## src/shmf_pkg.sv

```systemverilog
// shared constants for the sync header multiblock framer
// ****************************************************************
// ****************************************************************
`default_nettype none

package shmf_pkg;
  localparam int unsigned BLOCKS_PER_MB  = 32;
  localparam int unsigned MB_PER_EXT     = 1;
  localparam int unsigned DATA_BITS      = 64;
  localparam int unsigned BLOCK_BITS     = 66;
  localparam int unsigned OCTETS_PER_MB  = 256;
  localparam int unsigned CRC_BITS       = 12;
  localparam logic [11:0] CRC_POLY       = 12'h80f;  // x^12+x^11+x^3+x^2+x+1 default
  localparam logic [11:0] CRC_INIT       = 12'h000;
  localparam logic [4:0]  EXT_END_POS    = 5'h16;    // stream bit 22
  localparam int unsigned FIFO_DEPTH     = 8;
  localparam int unsigned SYNC_STAGES    = 3;
  localparam int unsigned DEF_FRAME_OCT  = 8;
endpackage

`default_nettype wire

```

## src/shmf_fifo.sv

```systemverilog
// small synchronous fifo for the incoming scrambled data words
`timescale 1ns/100ps
`default_nettype none

module shmf_fifo #(
  parameter int unsigned WIDTH = 64,
  parameter int unsigned DEPTH = 8
) (
  input  wire logic             mclk_i,   // clock
  input  wire logic             rst_i,    // sync reset, high
  input  wire logic [WIDTH-1:0] wdata_i,  // write word
  input  wire logic             wvalid_i, // write offered
  output logic                  wready_o, // not full
  output logic [WIDTH-1:0]      rdata_o,  // head word
  output logic                  rvalid_o, // not empty
  input  wire logic             rready_i  // head consumed
);
  localparam int unsigned AW = $clog2(DEPTH);

  logic [WIDTH-1:0] mem [DEPTH];
  logic [AW:0]      wptr;
  logic [AW:0]      rptr;
  logic             full;
  logic             empty;

  assign empty    = (wptr == rptr);
  assign full     = (wptr[AW] != rptr[AW]) && (wptr[AW-1:0] == rptr[AW-1:0]);
  assign wready_o = !full;
  assign rvalid_o = !empty;
  assign rdata_o  = mem[rptr[AW-1:0]];

  always_ff @(posedge mclk_i) begin
    if (wvalid_i && !full) begin
      mem[wptr[AW-1:0]] <= wdata_i;
    end
  end

  always_ff @(posedge mclk_i) begin
    if (rst_i) begin
      wptr <= '0;
    end else if (wvalid_i && !full) begin
      wptr <= wptr + 1'b1;
    end
  end

  always_ff @(posedge mclk_i) begin
    if (rst_i) begin
      rptr <= '0;
    end else if (rready_i && !empty) begin
      rptr <= rptr + 1'b1;
    end
  end
endmodule

`default_nettype wire

```

## src/shmf_crc12.sv

```systemverilog
// combinational crc-12 update over one 64-bit scrambled block
`timescale 1ns/100ps
`default_nettype none

module shmf_crc12 (
  input  wire logic [11:0] crc_i,  // running parity
  input  wire logic [63:0] data_i, // scrambled block, bit 0 first
  output logic      [11:0] crc_o   // parity after the block
);
  always_comb begin
    logic [11:0] c;
    logic        fb;
    c  = crc_i;
    fb = 1'b0;
    for (int i = 0; i < 64; i++) begin
      fb = c[11] ^ data_i[i];
      c  = {c[10:0], 1'b0};
      if (fb) begin
        c = c ^ shmf_pkg::CRC_POLY;
      end
    end
    crc_o = c;
  end
endmodule

`default_nettype wire

```

## src/shmf_framer.sv

```systemverilog
// transmit framer: multiblock timing, sync header stream and crc-12
`timescale 1ns/100ps
`default_nettype none

module shmf_framer #(
  parameter int unsigned FRAME_OCTETS = shmf_pkg::DEF_FRAME_OCT,
  parameter int unsigned FIFO_DEPTH   = shmf_pkg::FIFO_DEPTH
) (
  input  wire logic        mclk_i,      // clock, 100 MHz
  input  wire logic        rst_i,       // sync reset, high
  input  wire logic        sysref_i,    // sysref pin, asynchronous
  input  wire logic [63:0] data_i,      // scrambled 64-bit block in
  input  wire logic        data_valid_i,// data offered
  output logic             data_ready_o,// fifo has room
  input  wire logic        link_ready_i,// serializer takes a block
  output logic [65:0]      block_o,     // 66-bit block, bit 0 first
  output logic             block_valid_o,// block_o holds a block
  output logic             ext_multiblock_tick_clock_o, // first block of multiblock
  output logic             underrun_o,  // idle block sent, fifo empty
  output logic             frame_fit_o  // frames fit multiblock
);
  // ****************************************************************
  // header stream map
  // ****************************************************************
  function automatic logic stream_bit(input logic [4:0]  idx,
                                      input logic [11:0] crc,
                                      input logic        ext_end);
    logic b;
    b = 1'b0;
    unique case (idx)
      5'h00: b = crc[11];
      5'h01: b = crc[10];
      5'h02: b = crc[9];
      5'h04: b = crc[8];
      5'h05: b = crc[7];
      5'h06: b = crc[6];
      5'h08: b = crc[5];
      5'h09: b = crc[4];
      5'h0a: b = crc[3];
      5'h0c: b = crc[2];
      5'h0d: b = crc[1];
      5'h0e: b = crc[0];
      // fixed ones keep the end pattern unique
      5'h03, 5'h07, 5'h0b, 5'h0f,
      5'h13, 5'h15, 5'h17: b = 1'b1;
      shmf_pkg::EXT_END_POS: b = ext_end;
      // command word and pilot zeros
      5'h10, 5'h11, 5'h12, 5'h14,
      5'h18, 5'h19, 5'h1a: b = 1'b0;
      5'h1b, 5'h1c, 5'h1d, 5'h1e: b = 1'b0;
      5'h1f: b = 1'b1;
    endcase
    return b;
  endfunction

  // ****************************************************************
  // static frame check
  // ****************************************************************
  localparam int unsigned EXT_OCTETS = shmf_pkg::OCTETS_PER_MB * shmf_pkg::MB_PER_EXT;
  localparam logic FIT = ((EXT_OCTETS % FRAME_OCTETS) == 0);
  assign frame_fit_o = FIT;

  // ****************************************************************
  // input fifo
  // ****************************************************************
  logic [63:0] head;
  logic        head_valid;
  logic        take;

  assign take = link_ready_i;

  shmf_fifo #(
    .WIDTH (64),
    .DEPTH (FIFO_DEPTH)
  ) i_shmf_fifo (
    .mclk_i   (mclk_i),
    .rst_i    (rst_i),
    .wdata_i  (data_i),
    .wvalid_i (data_valid_i),
    .wready_o (data_ready_o),
    .rdata_o  (head),
    .rvalid_o (head_valid),
    .rready_i (take)
  );

  // ****************************************************************
  // sysref capture
  // ****************************************************************
  logic [2:0] sysref_sync;
  logic       sysref_level;
  logic       sysref_rise;

  always_ff @(posedge mclk_i) begin
    if (rst_i) begin
      sysref_sync <= 3'h0;
    end else begin
      sysref_sync <= {sysref_sync[1:0], sysref_i};
    end
  end

  // a change counts only when stages two and three agree
  always_ff @(posedge mclk_i) begin
    if (rst_i) begin
      sysref_level <= 1'b0;
    end else if (sysref_sync[1] == sysref_sync[2]) begin
      sysref_level <= sysref_sync[2];
    end
  end

  assign sysref_rise = (sysref_sync[1] == sysref_sync[2]) && sysref_sync[2] && !sysref_level;

  // ****************************************************************
  // local multiblock clock
  // ****************************************************************
  logic [4:0] blk_cnt;
  logic [0:0] mb_cnt;
  logic       last_mb;

  // counts blocks actually handed to the serializer, so one wrap is
  // 66*32 line bits; sysref forces the next block to be block 0
  always_ff @(posedge mclk_i) begin
    if (rst_i) begin
      blk_cnt <= 5'h00;
    end else if (sysref_rise) begin
      blk_cnt <= 5'h00;
    end else if (take) begin
      blk_cnt <= blk_cnt + 5'h01;
    end
  end

  // with one multiblock per extended multiblock this never leaves 0
  always_ff @(posedge mclk_i) begin
    if (rst_i || sysref_rise) begin
      mb_cnt <= 1'b0;
    end else if (take && blk_cnt == 5'h1f) begin
      mb_cnt <= (mb_cnt == 1'(shmf_pkg::MB_PER_EXT - 1)) ? 1'b0 : mb_cnt + 1'b1;
    end
  end

  assign last_mb = (mb_cnt == 1'(shmf_pkg::MB_PER_EXT - 1));

  // ****************************************************************
  // crc accumulation
  // ****************************************************************
  logic [63:0] blk_data;
  logic [11:0] crc_acc;
  logic [11:0] crc_seed;
  logic [11:0] next_crc;
  logic [11:0] crc_sent;

  // an empty fifo sends an all-zero idle block rather than stalling
  assign blk_data = head_valid ? head : 64'h0;
  assign crc_seed = (blk_cnt == 5'h00) ? shmf_pkg::CRC_INIT : crc_acc;

  shmf_crc12 i_shmf_crc12 (
    .crc_i  (crc_seed),
    .data_i (blk_data),
    .crc_o  (next_crc)
  );

  always_ff @(posedge mclk_i) begin
    if (rst_i || sysref_rise) begin
      crc_acc <= shmf_pkg::CRC_INIT;
    end else if (take) begin
      crc_acc <= next_crc;
    end
  end

  // parity of the finished multiblock goes out in the next one
  always_ff @(posedge mclk_i) begin
    if (rst_i || sysref_rise) begin
      crc_sent <= shmf_pkg::CRC_INIT;
    end else if (take && blk_cnt == 5'h1f) begin
      crc_sent <= next_crc;
    end
  end

  // ****************************************************************
  // block output
  // ****************************************************************
  logic hdr_bit;

  // block 31 reads crc_sent before it updates, so parity lags one mb
  assign hdr_bit = stream_bit(blk_cnt, crc_sent, last_mb);

  always_ff @(posedge mclk_i) begin
    if (rst_i) begin
      block_o <= {64'h0, 2'h2};
    end else if (take) begin
      block_o <= {blk_data, hdr_bit, ~hdr_bit};
    end
  end

  always_ff @(posedge mclk_i) begin
    if (rst_i) begin
      block_valid_o <= 1'b0;
    end else begin
      block_valid_o <= take;
    end
  end

  // the tick rides with block 0, so it shifts with every sysref cut
  always_ff @(posedge mclk_i) begin
    if (rst_i) begin
      ext_multiblock_tick_clock_o <= 1'b0;
    end else begin
      ext_multiblock_tick_clock_o <= take && (blk_cnt == 5'h00);
    end
  end

  always_ff @(posedge mclk_i) begin
    if (rst_i) begin
      underrun_o <= 1'b0;
    end else begin
      underrun_o <= take && !head_valid;
    end
  end
endmodule

`default_nettype wire

```

## config.mk

```make
export PLATFORM = sky130hd
export DESIGN_NAME = shmf_framer
export DESIGN_NICKNAME = d
export VERILOG_FILES = /design/src/shmf_pkg.sv /design/src/shmf_fifo.sv /design/src/shmf_crc12.sv /design/src/shmf_framer.sv
export SDC_FILE = /design/constraint.sdc
export NUM_CORES = 1
export LEC_CHECK = 0
export BUFFER_PORTS_ARGS = -buffer_cell sky130_fd_sc_hd__buf_2
export CORE_AREA = 2 2 235 283
export CTS_CLUSTER_SIZE = 12
export DETAILED_ROUTE_END_ITERATION = 10
export DIE_AREA = 0 0 237 285
export SYNTH_ARGS = -nofsm -noshare
export SYNTH_HDL_FRONTEND = slang
export SYNTH_SLANG_ARGS = --single-unit
```

## constraint.sdc

```tcl
create_clock -name mclk_i -period 8.39 [get_ports mclk_i]
set_clock_uncertainty 0.1 [all_clocks]
set_input_delay 1.2585 -clock mclk_i [delete_from_list [all_inputs] [get_ports mclk_i]]
set_output_delay 1.2585 -clock mclk_i [all_outputs]
set_load 0.05 [all_outputs]
```

=== Word-level counts from Yosys, hierarchy flattened ===
Memory sizes are Yosys's and may differ from the RTL's. A register that Yosys moved wholly into a read port is not among the register bits.
Index checks and enable logic that the tools add are counted.

* $add $sub $neg: 4
* Multiply operators: 0
* Div/mod/pow operators: 0
* $lt $le $gt $ge: 0
* Equality and inequality tests: 35
* Shift operators: 0
* Multiplexer cells: 72
* Bitwise operators: 130
* Reduce and logical (&&, ||, !) cells: 16

{| class="wikitable"
|+ Operators with widths
! kind !! number
|-
| 2-to-1 mux 12 bit || 65
|-
| NOT 5 bit || 64
|-
| == test 5 bit (second input constant) || 16
|-
| 2-to-1 mux 64 bit || 1
|-
| XOR 1 bit || 64
|-
| == test 5 x 4 -> 1 bit (second input constant) || 8
|-
| == test 5 x 3 -> 1 bit (second input constant) || 4
|-
| one-hot mux 1 bit (15 select lines) || 1
|-
| OR reduction 11 bit || 1
|-
| == test 5 x 2 -> 1 bit (second input constant) || 2
|-
| adder 4 x 1 -> 4 bit (second input constant) || 2
|-
| logical AND 1 bit || 8
|-
| OR reduction 8 bit || 1
|-
| 2-to-1 mux 3 bit || 2
|-
| adder 5 x 1 -> 5 bit (second input constant) || 1
|-
| == test 5 x 1 -> 1 bit (second input constant) || 1
|-
| logical NOT 5 bit || 1
|-
| == test 4 bit || 1
|-
| == test 3 bit || 1
|-
| logical NOT 1 bit || 3
|-
| 2-to-1 mux 1 bit || 3
|-
| NOT 1 bit || 2
|-
| OR reduction 2 bit || 1
|-
| adder 1 bit (second input constant) || 1
|-
| other kinds (3) || 3
|}

* Register bits after elaboration: 111
* Bits in latches: 0
* RAM bits: 512
* ROM bits: 0
* Bits of input ports: 69
* Output and inout port bits: 71
* Word-level logic and storage cells: 270
* Memories: 1

{| class="wikitable"
|+ Memories
! memory !! words !! width !! read ports !! clocked after memory_dff !! write ports !! RTL line !! RTL
|-
| i_shmf_fifo.mem || 8 || 64 || 1 || 1 || 1 || shmf_fifo.sv:20 || <nowiki>logic [WIDTH-1:0] mem [DEPTH];</nowiki>
|}

=== Depth between registers and ports, before layout ===
Gate-level depths: netlist of the first run.

* Depth in word-level cells: 130
* Gate-level depth with buffers: 21
* Mapped depth without buffers: 14

=== Hierarchy ===
From an unflattened synthesis of the first run, not the netlist that was laid out.

* Cell total of the unflattened synthesis: 1,441
* Area total of the unflattened synthesis: 26,299.0 µm²

{| class="wikitable"
|+ Modules (own cells, without submodules)
! module !! times used !! cells an instance !! area each (µm²) !! seq. area each (µm²)
|-
| shmf_fifo || 1 || 823 || 19,940.4 || 15,595.0
|-
| shmf_framer || 1 || 477 || 4,403.0 || 2,042.0
|-
| shmf_crc12 || 1 || 141 || 1,955.6 || 0.0
|}

=== Worst setup path after synthesis of the first run ===
No wires, ideal clock.

* Path kind: input to register
* From: input port data_valid_i
* To: memory i_shmf_fifo.mem[0][0], enable pin
* Setup time: 0.565 ns
* Arrival: 6.047 ns
* Required time: 7.725 ns
* Path slack: 1.678 ns
* Cell stages on the path: 4
* Buffers on the path: 1
* Cells stage by stage: and2_1 clkbuf_1 nand2b_1 nor3_1

* Longest elaborated chain between the ends: 3

{| class="wikitable"
|+ Ends and longest elaborated chain
! item !! RTL line !! RTL
|-
| start, declared || shmf_framer.sv:13 || <nowiki>input wire logic data_valid_i,</nowiki>
|-
| logical AND 1 bit || shmf_fifo.sv:33 || <nowiki>if (wvalid_i && !full) begin</nowiki>
|-
| 2-to-1 mux 1 bit || shmf_fifo.sv:33 ||
|-
| 2-to-1 mux 1 bit (not written as such) || shmf_fifo.sv:34 || <nowiki>mem[wptr[AW-1:0]] <= wdata_i;</nowiki>
|-
| end, declared || shmf_fifo.sv:20 ||
|}

Every way passes these cells.

==> results.json, run 1 <==
{
  "clkSinkCount": 625,
  "cts_buffer_depth": 3,
  "cts.root.buffer_cell": "clkbuf_16",
  "ios": 140,
  "cts_buffers": 61,
  "start_util_pct": 39.5,
  "grt_pass1_wl_um": 92200,
  "hold_depth": 1,
  "io_buffer_count": 138,
  "ir_drop_v": 0.00118,
  "gr-total-overflow": 0,
  "synth_top_area_share_pct": 59.8,
  "reg2reg_depth": 13,
  "cap_violations": 0,
  "wl_per_cell_um": 23.8,
  "dieArea_um2": 67500,
  "final-setup-viol-count": 0,
  "ys_ff_latch": 625,
  "fillers": 5652,
  "layout_commonest_cell": "edfxtp_1",
  "layout_worst_path_cycle_share_pct": 66.1,
  "cp-start-kind": "flip-flop",
  "synthArstFlopShare_pct": 0,
  "dominantRegCellSynth": "edfxtp_1",
  "worstHoldStart": "sysref_sync[0]$_SDFF_PP0_",
  "syn_area_per_cell_um2": 16.3,
  "synth_area_leaders": "edfxtp_1 (60%), dfxtp_1 (8.8%), mux4_2 (7.4%), mux2i_1 (5.5%), xnor2_1 (3.7%)",
  "synth_edf_count": 512,
  "postLayoutCoreUtil_pct": 44.8,
  "slew_headroom_pct": 21.4,
  "synthDistinctLibCells": 47,
  "cts_resized": 0,
  "die_x_um": 237,
  "nets": 1802,
  "gp_congestion": 0.844,
  "antenna_found_initial": 10,
  "yosysSeqAreaShare_pct": 68.6,
  "netlist_area_um2": 25700,
  "synth_nets": 1661,
  "htree_levels": 2,
  "grt_max_degree": 89,
  "synth_cells": 1583,
  "worstPathMaxFanout": 52,
  "powerDensity_nw_per_um2": 492,
  "core.rowCount": 103,
  "worstPathRequired_ps": 8830,
  "drtIter0Drc": 1018,
  "vias": 13821,
  "grt_pass1_vias": 14129,
  "fmax_ghz": 0.180,
  "clk_latency_ps": 630,
  "path_clk_slew_ps": 60,
  "die_h_um": 285,
  "arrival_ps": 5980,
  "run_status": "finished clean",
  "crit_type": "reg2reg",
  "drc": 0,
  "dp_hpwl_um": 38900,
  "core_um2": 65100,
  "tns_ps": 0,
  "routed_wirelength_um": 62200,
  "final_hold_viol_count": 0,
  "reg2reg_setup_slack_ps": 2840,
  "yosysTopAreaCell": "edfxtp_1",
  "viasPerCell": 5.28,
  "p_leak_nw": 9.70,
  "end_kind": "flip-flop",
  "firstDrtPassIters": 7,
  "yosysWarningCount": 0,
  "hold-worst-slack_ps": 357,
  "grtUsageTotal_pct": 18.4,
  "period_needed_ps": 5550,
  "drv_slew": 0,
  "cts_tree": "yes",
  "cts_hold_buf": 0,
  "most-common-layout-cells": "edfxtp_1 (512), nor2_1 (152), mux2i_1 (141), buf_2 (137), dfxtp_1 (110)",
  "post_cts_buffers": 0,
  "area_delta_synth_final_pct": 13.3,
  "worst_pin_slew_ps": 1180,
  "hp-class": "reg2reg",
  "drive_above_1_share_pct": 19.4,
  "grt_setup_unrepaired": "false",
  "total_power_mw": 14.3,
  "ant_nets": 0
}
## through the flow
step                      cell area [um2]  instances  setup WS [ps]
after floorplan                     25700       1583           1680
after global placement              27300       2501           2900
after detailed placement            27300       2501           2860
after CTS                           29200       2616           2840
after global routing                29200       2619           2590
final                               29200       2619           2840
## worst max-delay path: stages, from the launching register on
cell     delay [ps]
dfxtp_4         920
buf_4           680
mux2i_1         260
a22oi_1         100
and3_1          270
xor3_1          410
xnor3_1         440
xnor2_1         360
xnor3_1         490
xnor3_1         360
xnor3_2         450
xnor2_1         280
nand2_1         100
a21oi_1         160
## registers in the layout (all words and copies together) (netlist names), named ones only
name                         count
i_shmf_fifo.mem                512
sysref_level                     1
block_o                         66
blk_cnt                          5
sysref_sync                      3
crc_sent                        12
underrun_o                       1
crc_acc                         12
i_shmf_fifo.rptr                 4
ext_multiblock_tick_clock_o      1
block_valid_o                    1
i_shmf_fifo.wptr                 4
## per-layer routing
metal  up-vias  wire length [um]  share of wire [%]  track usage, %
li1       6287                 -                  -               -
met1      7085             26000                 42            23.8
met5         -                72               0.12               0
met4        12              1680                2.7            5.87
met2       338             31600                 51            31.8
met3        99              2870                4.6            3.00
## cells by family (layout without fill, tap and decap cells)
group           Yosys count  count (layout)  share of synthesized area (%)
flops                   625             625                           68.6
buf+inv                  96             289                           2.02
compound gates          146             146                           3.53
xor+xnor                180             180                           7.46
fa+ha+maj                 9               9                          0.438
mux                     225             225                           12.8
simple gates            301             301                           5.15
other cells               1               4                         0.0146
## power breakdown
part           internal [mW]  leakage [nW]  switching [mW]  total, mW
clock network           1.47         0.907            1.13       2.60
logic                   3.98          3.21            4.14       8.12
registers               3.52          5.58           0.104       3.62
## worst paths after layout
path | endpoint
worst max-delay path | crc_sent[11]$_SDFFE_PP0P_
worst min register to register | sysref_sync[1]$_SDFF_PP0_
worst min-delay path | sysref_sync[1]$_SDFF_PP0_
worst max register to register | crc_sent[11]$_SDFFE_PP0P_
## cell usage after synthesis (19+ instances only)
library cell / number
edfxtp_1: 512
nor2_1: 158
mux2i_1: 141
dfxtp_1: 113
xnor2_1: 108
mux4_2: 84
a21oi_1: 68
xor2_1: 46
a22oi_1: 43
nand2_1: 42
clkbuf_1: 41
nor3_1: 40
nand3_1: 19
xnor3_1: 19
## final cells by class
class / count / area, um2 / area share [%]
repair buffers: 165 / 908 / 3.12
multi-input cells: 862 / 7630 / 26.2
inverters: 9 / 36.3 / 0.124
clock buffers: 108 / 1750 / 6.01
clock inverters: 7 / 120 / 0.412
diodes: 3 / 7.51 / 0.0257
well taps: 840 / 1050 / 3.60
flip-flops and latches: 625 / 17600 / 60.5
Power figures use the tool's default switching activity.
==> run 2: changes to the inputs <==
--- a/config.mk
+++ b/config.mk
@@ -5,11 +5,12 @@
 export SDC_FILE = /design/constraint.sdc
 export NUM_CORES = 1
 export LEC_CHECK = 0
+export ABC_AREA = 1
 export BUFFER_PORTS_ARGS = -buffer_cell sky130_fd_sc_hd__buf_2
-export CORE_AREA = 2 2 235 283
+export CORE_AREA = 2 2 239 288
 export CTS_CLUSTER_SIZE = 12
 export DETAILED_ROUTE_END_ITERATION = 10
-export DIE_AREA = 0 0 237 285
+export DIE_AREA = 0 0 241 290
 export SYNTH_ARGS = -nofsm -noshare
 export SYNTH_HDL_FRONTEND = slang
 export SYNTH_SLANG_ARGS = --single-unit
==> constraint.sdc (replaced) <==
create_clock -name mclk_i -period 5.75 [get_ports mclk_i]
set_clock_uncertainty 0.1 [all_clocks]
set_input_delay 0.8625 -clock mclk_i [delete_from_list [all_inputs] [get_ports mclk_i]]
set_output_delay 0.8625 -clock mclk_i [all_outputs]
set_load 0.05 [all_outputs]
==> run 2 against run 1 <==
Compared with the run above: the flow now finishes with violations (negative setup slack); register-to-register slack worse by 3700 ps; sequential share of layout area is 8.0 points lower; area after synthesis is 3.1% higher; core utilization is 5.4 points higher; synthesized cell count is 47% higher; wire length is 20% higher; via count is 39% higher; worst setup slack worse by 3700 ps; largest cell class unchanged.
==> results.json, run 2 <==
{
  "run_status": "finished with violations",
  "violations": "negative setup slack",
  "core_um2": 66900,
  "final-setup-viol-count": 18,
  "area_delta_synth_final_pct": 26.7,
  "synthDistinctLibCells": 42,
  "gr-total-overflow": 0,
  "grt_max_degree": 83,
  "synth_area_leaders": "edfxtp_1 (58%), dfxtp_1 (8.5%), o21ai_0 (6.1%), nor2_1 (4.2%), nand2_1 (3.2%)",
  "dieArea_um2": 69900,
  "crit_type": "reg2reg",
  "most-common-layout-cells": "edfxtp_1 (512), o21ai_0 (306), nor2_1 (278), buf_4 (238), nand2_1 (155)",
  "clk_latency_ps": 610,
  "crit_top_cell": "nand2_4",
  "worstPathMaxFanout": 5,
  "antenna_found_initial": 9,
  "fin_area_um2": 33600,
  "fillers": 5791,
  "nets": 2754,
  "cp-start-kind": "flip-flop",
  "end_kind": "flip-flop",
  "drc": 0,
  "multi_input_area_um2": 9060,
  "synth_edf_count": 512,
  "dominantRegCellSynth": "edfxtp_1",
  "dp_slack_ps": -763,
  "grt_pass1_wl_um": 111000,
  "grtUsageMet1_pct": 25.6,
  "die_h_um": 290,
  "top_usage_layer": "met2",
  "cap_violations": 0,
  "core.rowCount": 104,
  "dp_hpwl_um": 43200,
  "drtIter0Drc": 1478,
  "synth_nets": 2408,
  "slew_headroom_pct": 22.6,
  "largest_reg_flops": 512,
  "routed_wirelength_um": 74800,
  "synth_cells": 2330,
  "yosys.cell_count.top_type": "edfxtp_1",
  "cts_tree": "yes",
  "viasPerCell": 5.30,
  "gr-usage-met3_pct": 3.12,
  "crit_slowest_cell": "dfxtp_4",
  "ys_top_cells_by_count": "edfxtp_1 (512), o21ai_0 (322), nor2_1 (298)",
  "layout_worst_path_cycle_share_pct": 116,
  "hold_depth": 2,
  "grt_pass1_vias": 19096,
  "htree_levels": 3,
  "vias": 19245,
  "netlist_area_um2": 26500,
  "place_area_um2": 29600,
  "grt_setup_unrepaired": "true",
  "synth_top_area_share_pct": 58.0,
  "hold-worst-slack_ps": 328,
  "worstPathRequired_ps": 6140,
  "layout_commonest_cell": "edfxtp_1",
  "path_clk_slew_ps": 60,
  "yosysWarningCount": 0,
  "io_buffer_count": 138,
  "reg2reg_depth": 62,
  "final_hold_viol_count": 0,
  "period_needed_ps": 6650,
  "hp-class": "reg2reg",
  "arrival_ps": 7040,
  "ys_ff_latch": 625,
  "start_util_pct": 39.7,
  "fmax_ghz": 0.150,
  "cts.root.buffer_cell": "clkbuf_16",
  "grtUsageTotal_pct": 20.9,
  "critPathMaxStageDelay_ps": 370,
  "yosysSeqAreaShare_pct": 66.5,
  "cts_hold_buf": 0,
  "syn_area_per_cell_um2": 11.4,
  "gp_congestion": 0.878,
  "wl_per_cell_um": 20.6,
  "clkSinkCount": 625,
  "ios": 140,
  "grt_use_met2_pct": 36.3,
  "drive_above_1_share_pct": 28.3,
  "setup_ws_ps": -896,
  "firstDrtPassIters": 5,
  "synthArstFlopShare_pct": 0,
  "yosysTopAreaCell": "edfxtp_1",
  "seqCellArea_um2": 17600,
  "die_x_um": 241,
  "drv_slew": 0,
  "worst_pin_slew_ps": 1160,
  "ant_nets": 0,
  "cts_buffers": 67,
  "cts_buffer_depth": 3
}
==> run 2: cell count changes after synthesis, moves of 65 or more <==
cell	previous run	this run
mux4_2	84	0
nand3_1	19	99
nor2_1	158	298
xnor2_1	108	43
nand2_1	42	229
inv_1	9	135
o21ai_0	11	322
mux2i_1	141	0
==> run 2: kinds of logic after synthesis <==
family                   after synthesis  synth area share, %
other                                  1               0.0141
adder cells (fa/ha/maj)                9                0.425
AO/OA/AOI/OAI                        601                 13.1
flip-flops                           625                 66.5
buffers and inverters                281                 4.49
AND/OR/NAND/NOR                      685                 10.9
XOR/XNOR                             128                 4.64
==> run 2: through the flow <==
stage | instances | setup TNS [ps] | utilization, %
after global routing | 3631 | -17880 | 50.2
after CTS | 3607 | -4730 | 48.8
after detailed placement | 3444 | -7870 | 44.2
final | 3632 | -11220 | 50.2
after global placement | 3444 | -4080 | 44.2
after floorplan | 2330 | 0 | -
==> run 2: final cells by class <==
type,count,share of cell area (%)
Clock buffer,106,5.62
Antenna cell,4,0.0298
Multi-Input combinational cell,1424,27.0
Tap cell,901,3.35
Clock inverter,14,0.320
Timing Repair Buffer,414,9.49
Timing Repair inverter,1,0.0335
Sequential cell,625,52.5
Inverter,143,1.65
==> run 2: metal layers <==
layer  routed length, um  vias to the layer above
li1                    -                     8986
met2               38200                      602
met1               29900                     9480
met3                4040                      169
met4                2680                        8
met5                  55                        -
==> run 2: critical path, delay by kind of cell, from the launching register on <==
kind	cells	cell delay [ps]
xor+xnor	2	580
buf+inv	9	740
flops	1	370
simple gates	51	4720
==> run 2: what timing repair did <==
| item | in CTS | in global routing |
|---|---|---|
| pin swaps | 64 | 81 |
| gates cloned | 6 | 0 |
| setup buffers | 37 | 23 |
| resized for setup | 165 | 165 |
| setup endpoints to repair | 18 | 20 |
==> run 2: final timing paths <==
path                             startpoint                   endpoint  slack [ps]
setup / recovery                  flip-flop    crc_acc[2]$_SDFFE_PP0P_        -900
hold / removal    sysref_sync[1]$_SDFF_PP0_  sysref_sync[2]$_SDFF_PP0_         330
setup reg to reg                  flip-flop    crc_acc[2]$_SDFFE_PP0P_        -900
hold reg to reg   sysref_sync[1]$_SDFF_PP0_  sysref_sync[2]$_SDFF_PP0_         330
Power of run 2 is left out: the tool's default activity adds up to more than one toggle a clock period on the data nets, which glitch-free logic cannot reach.
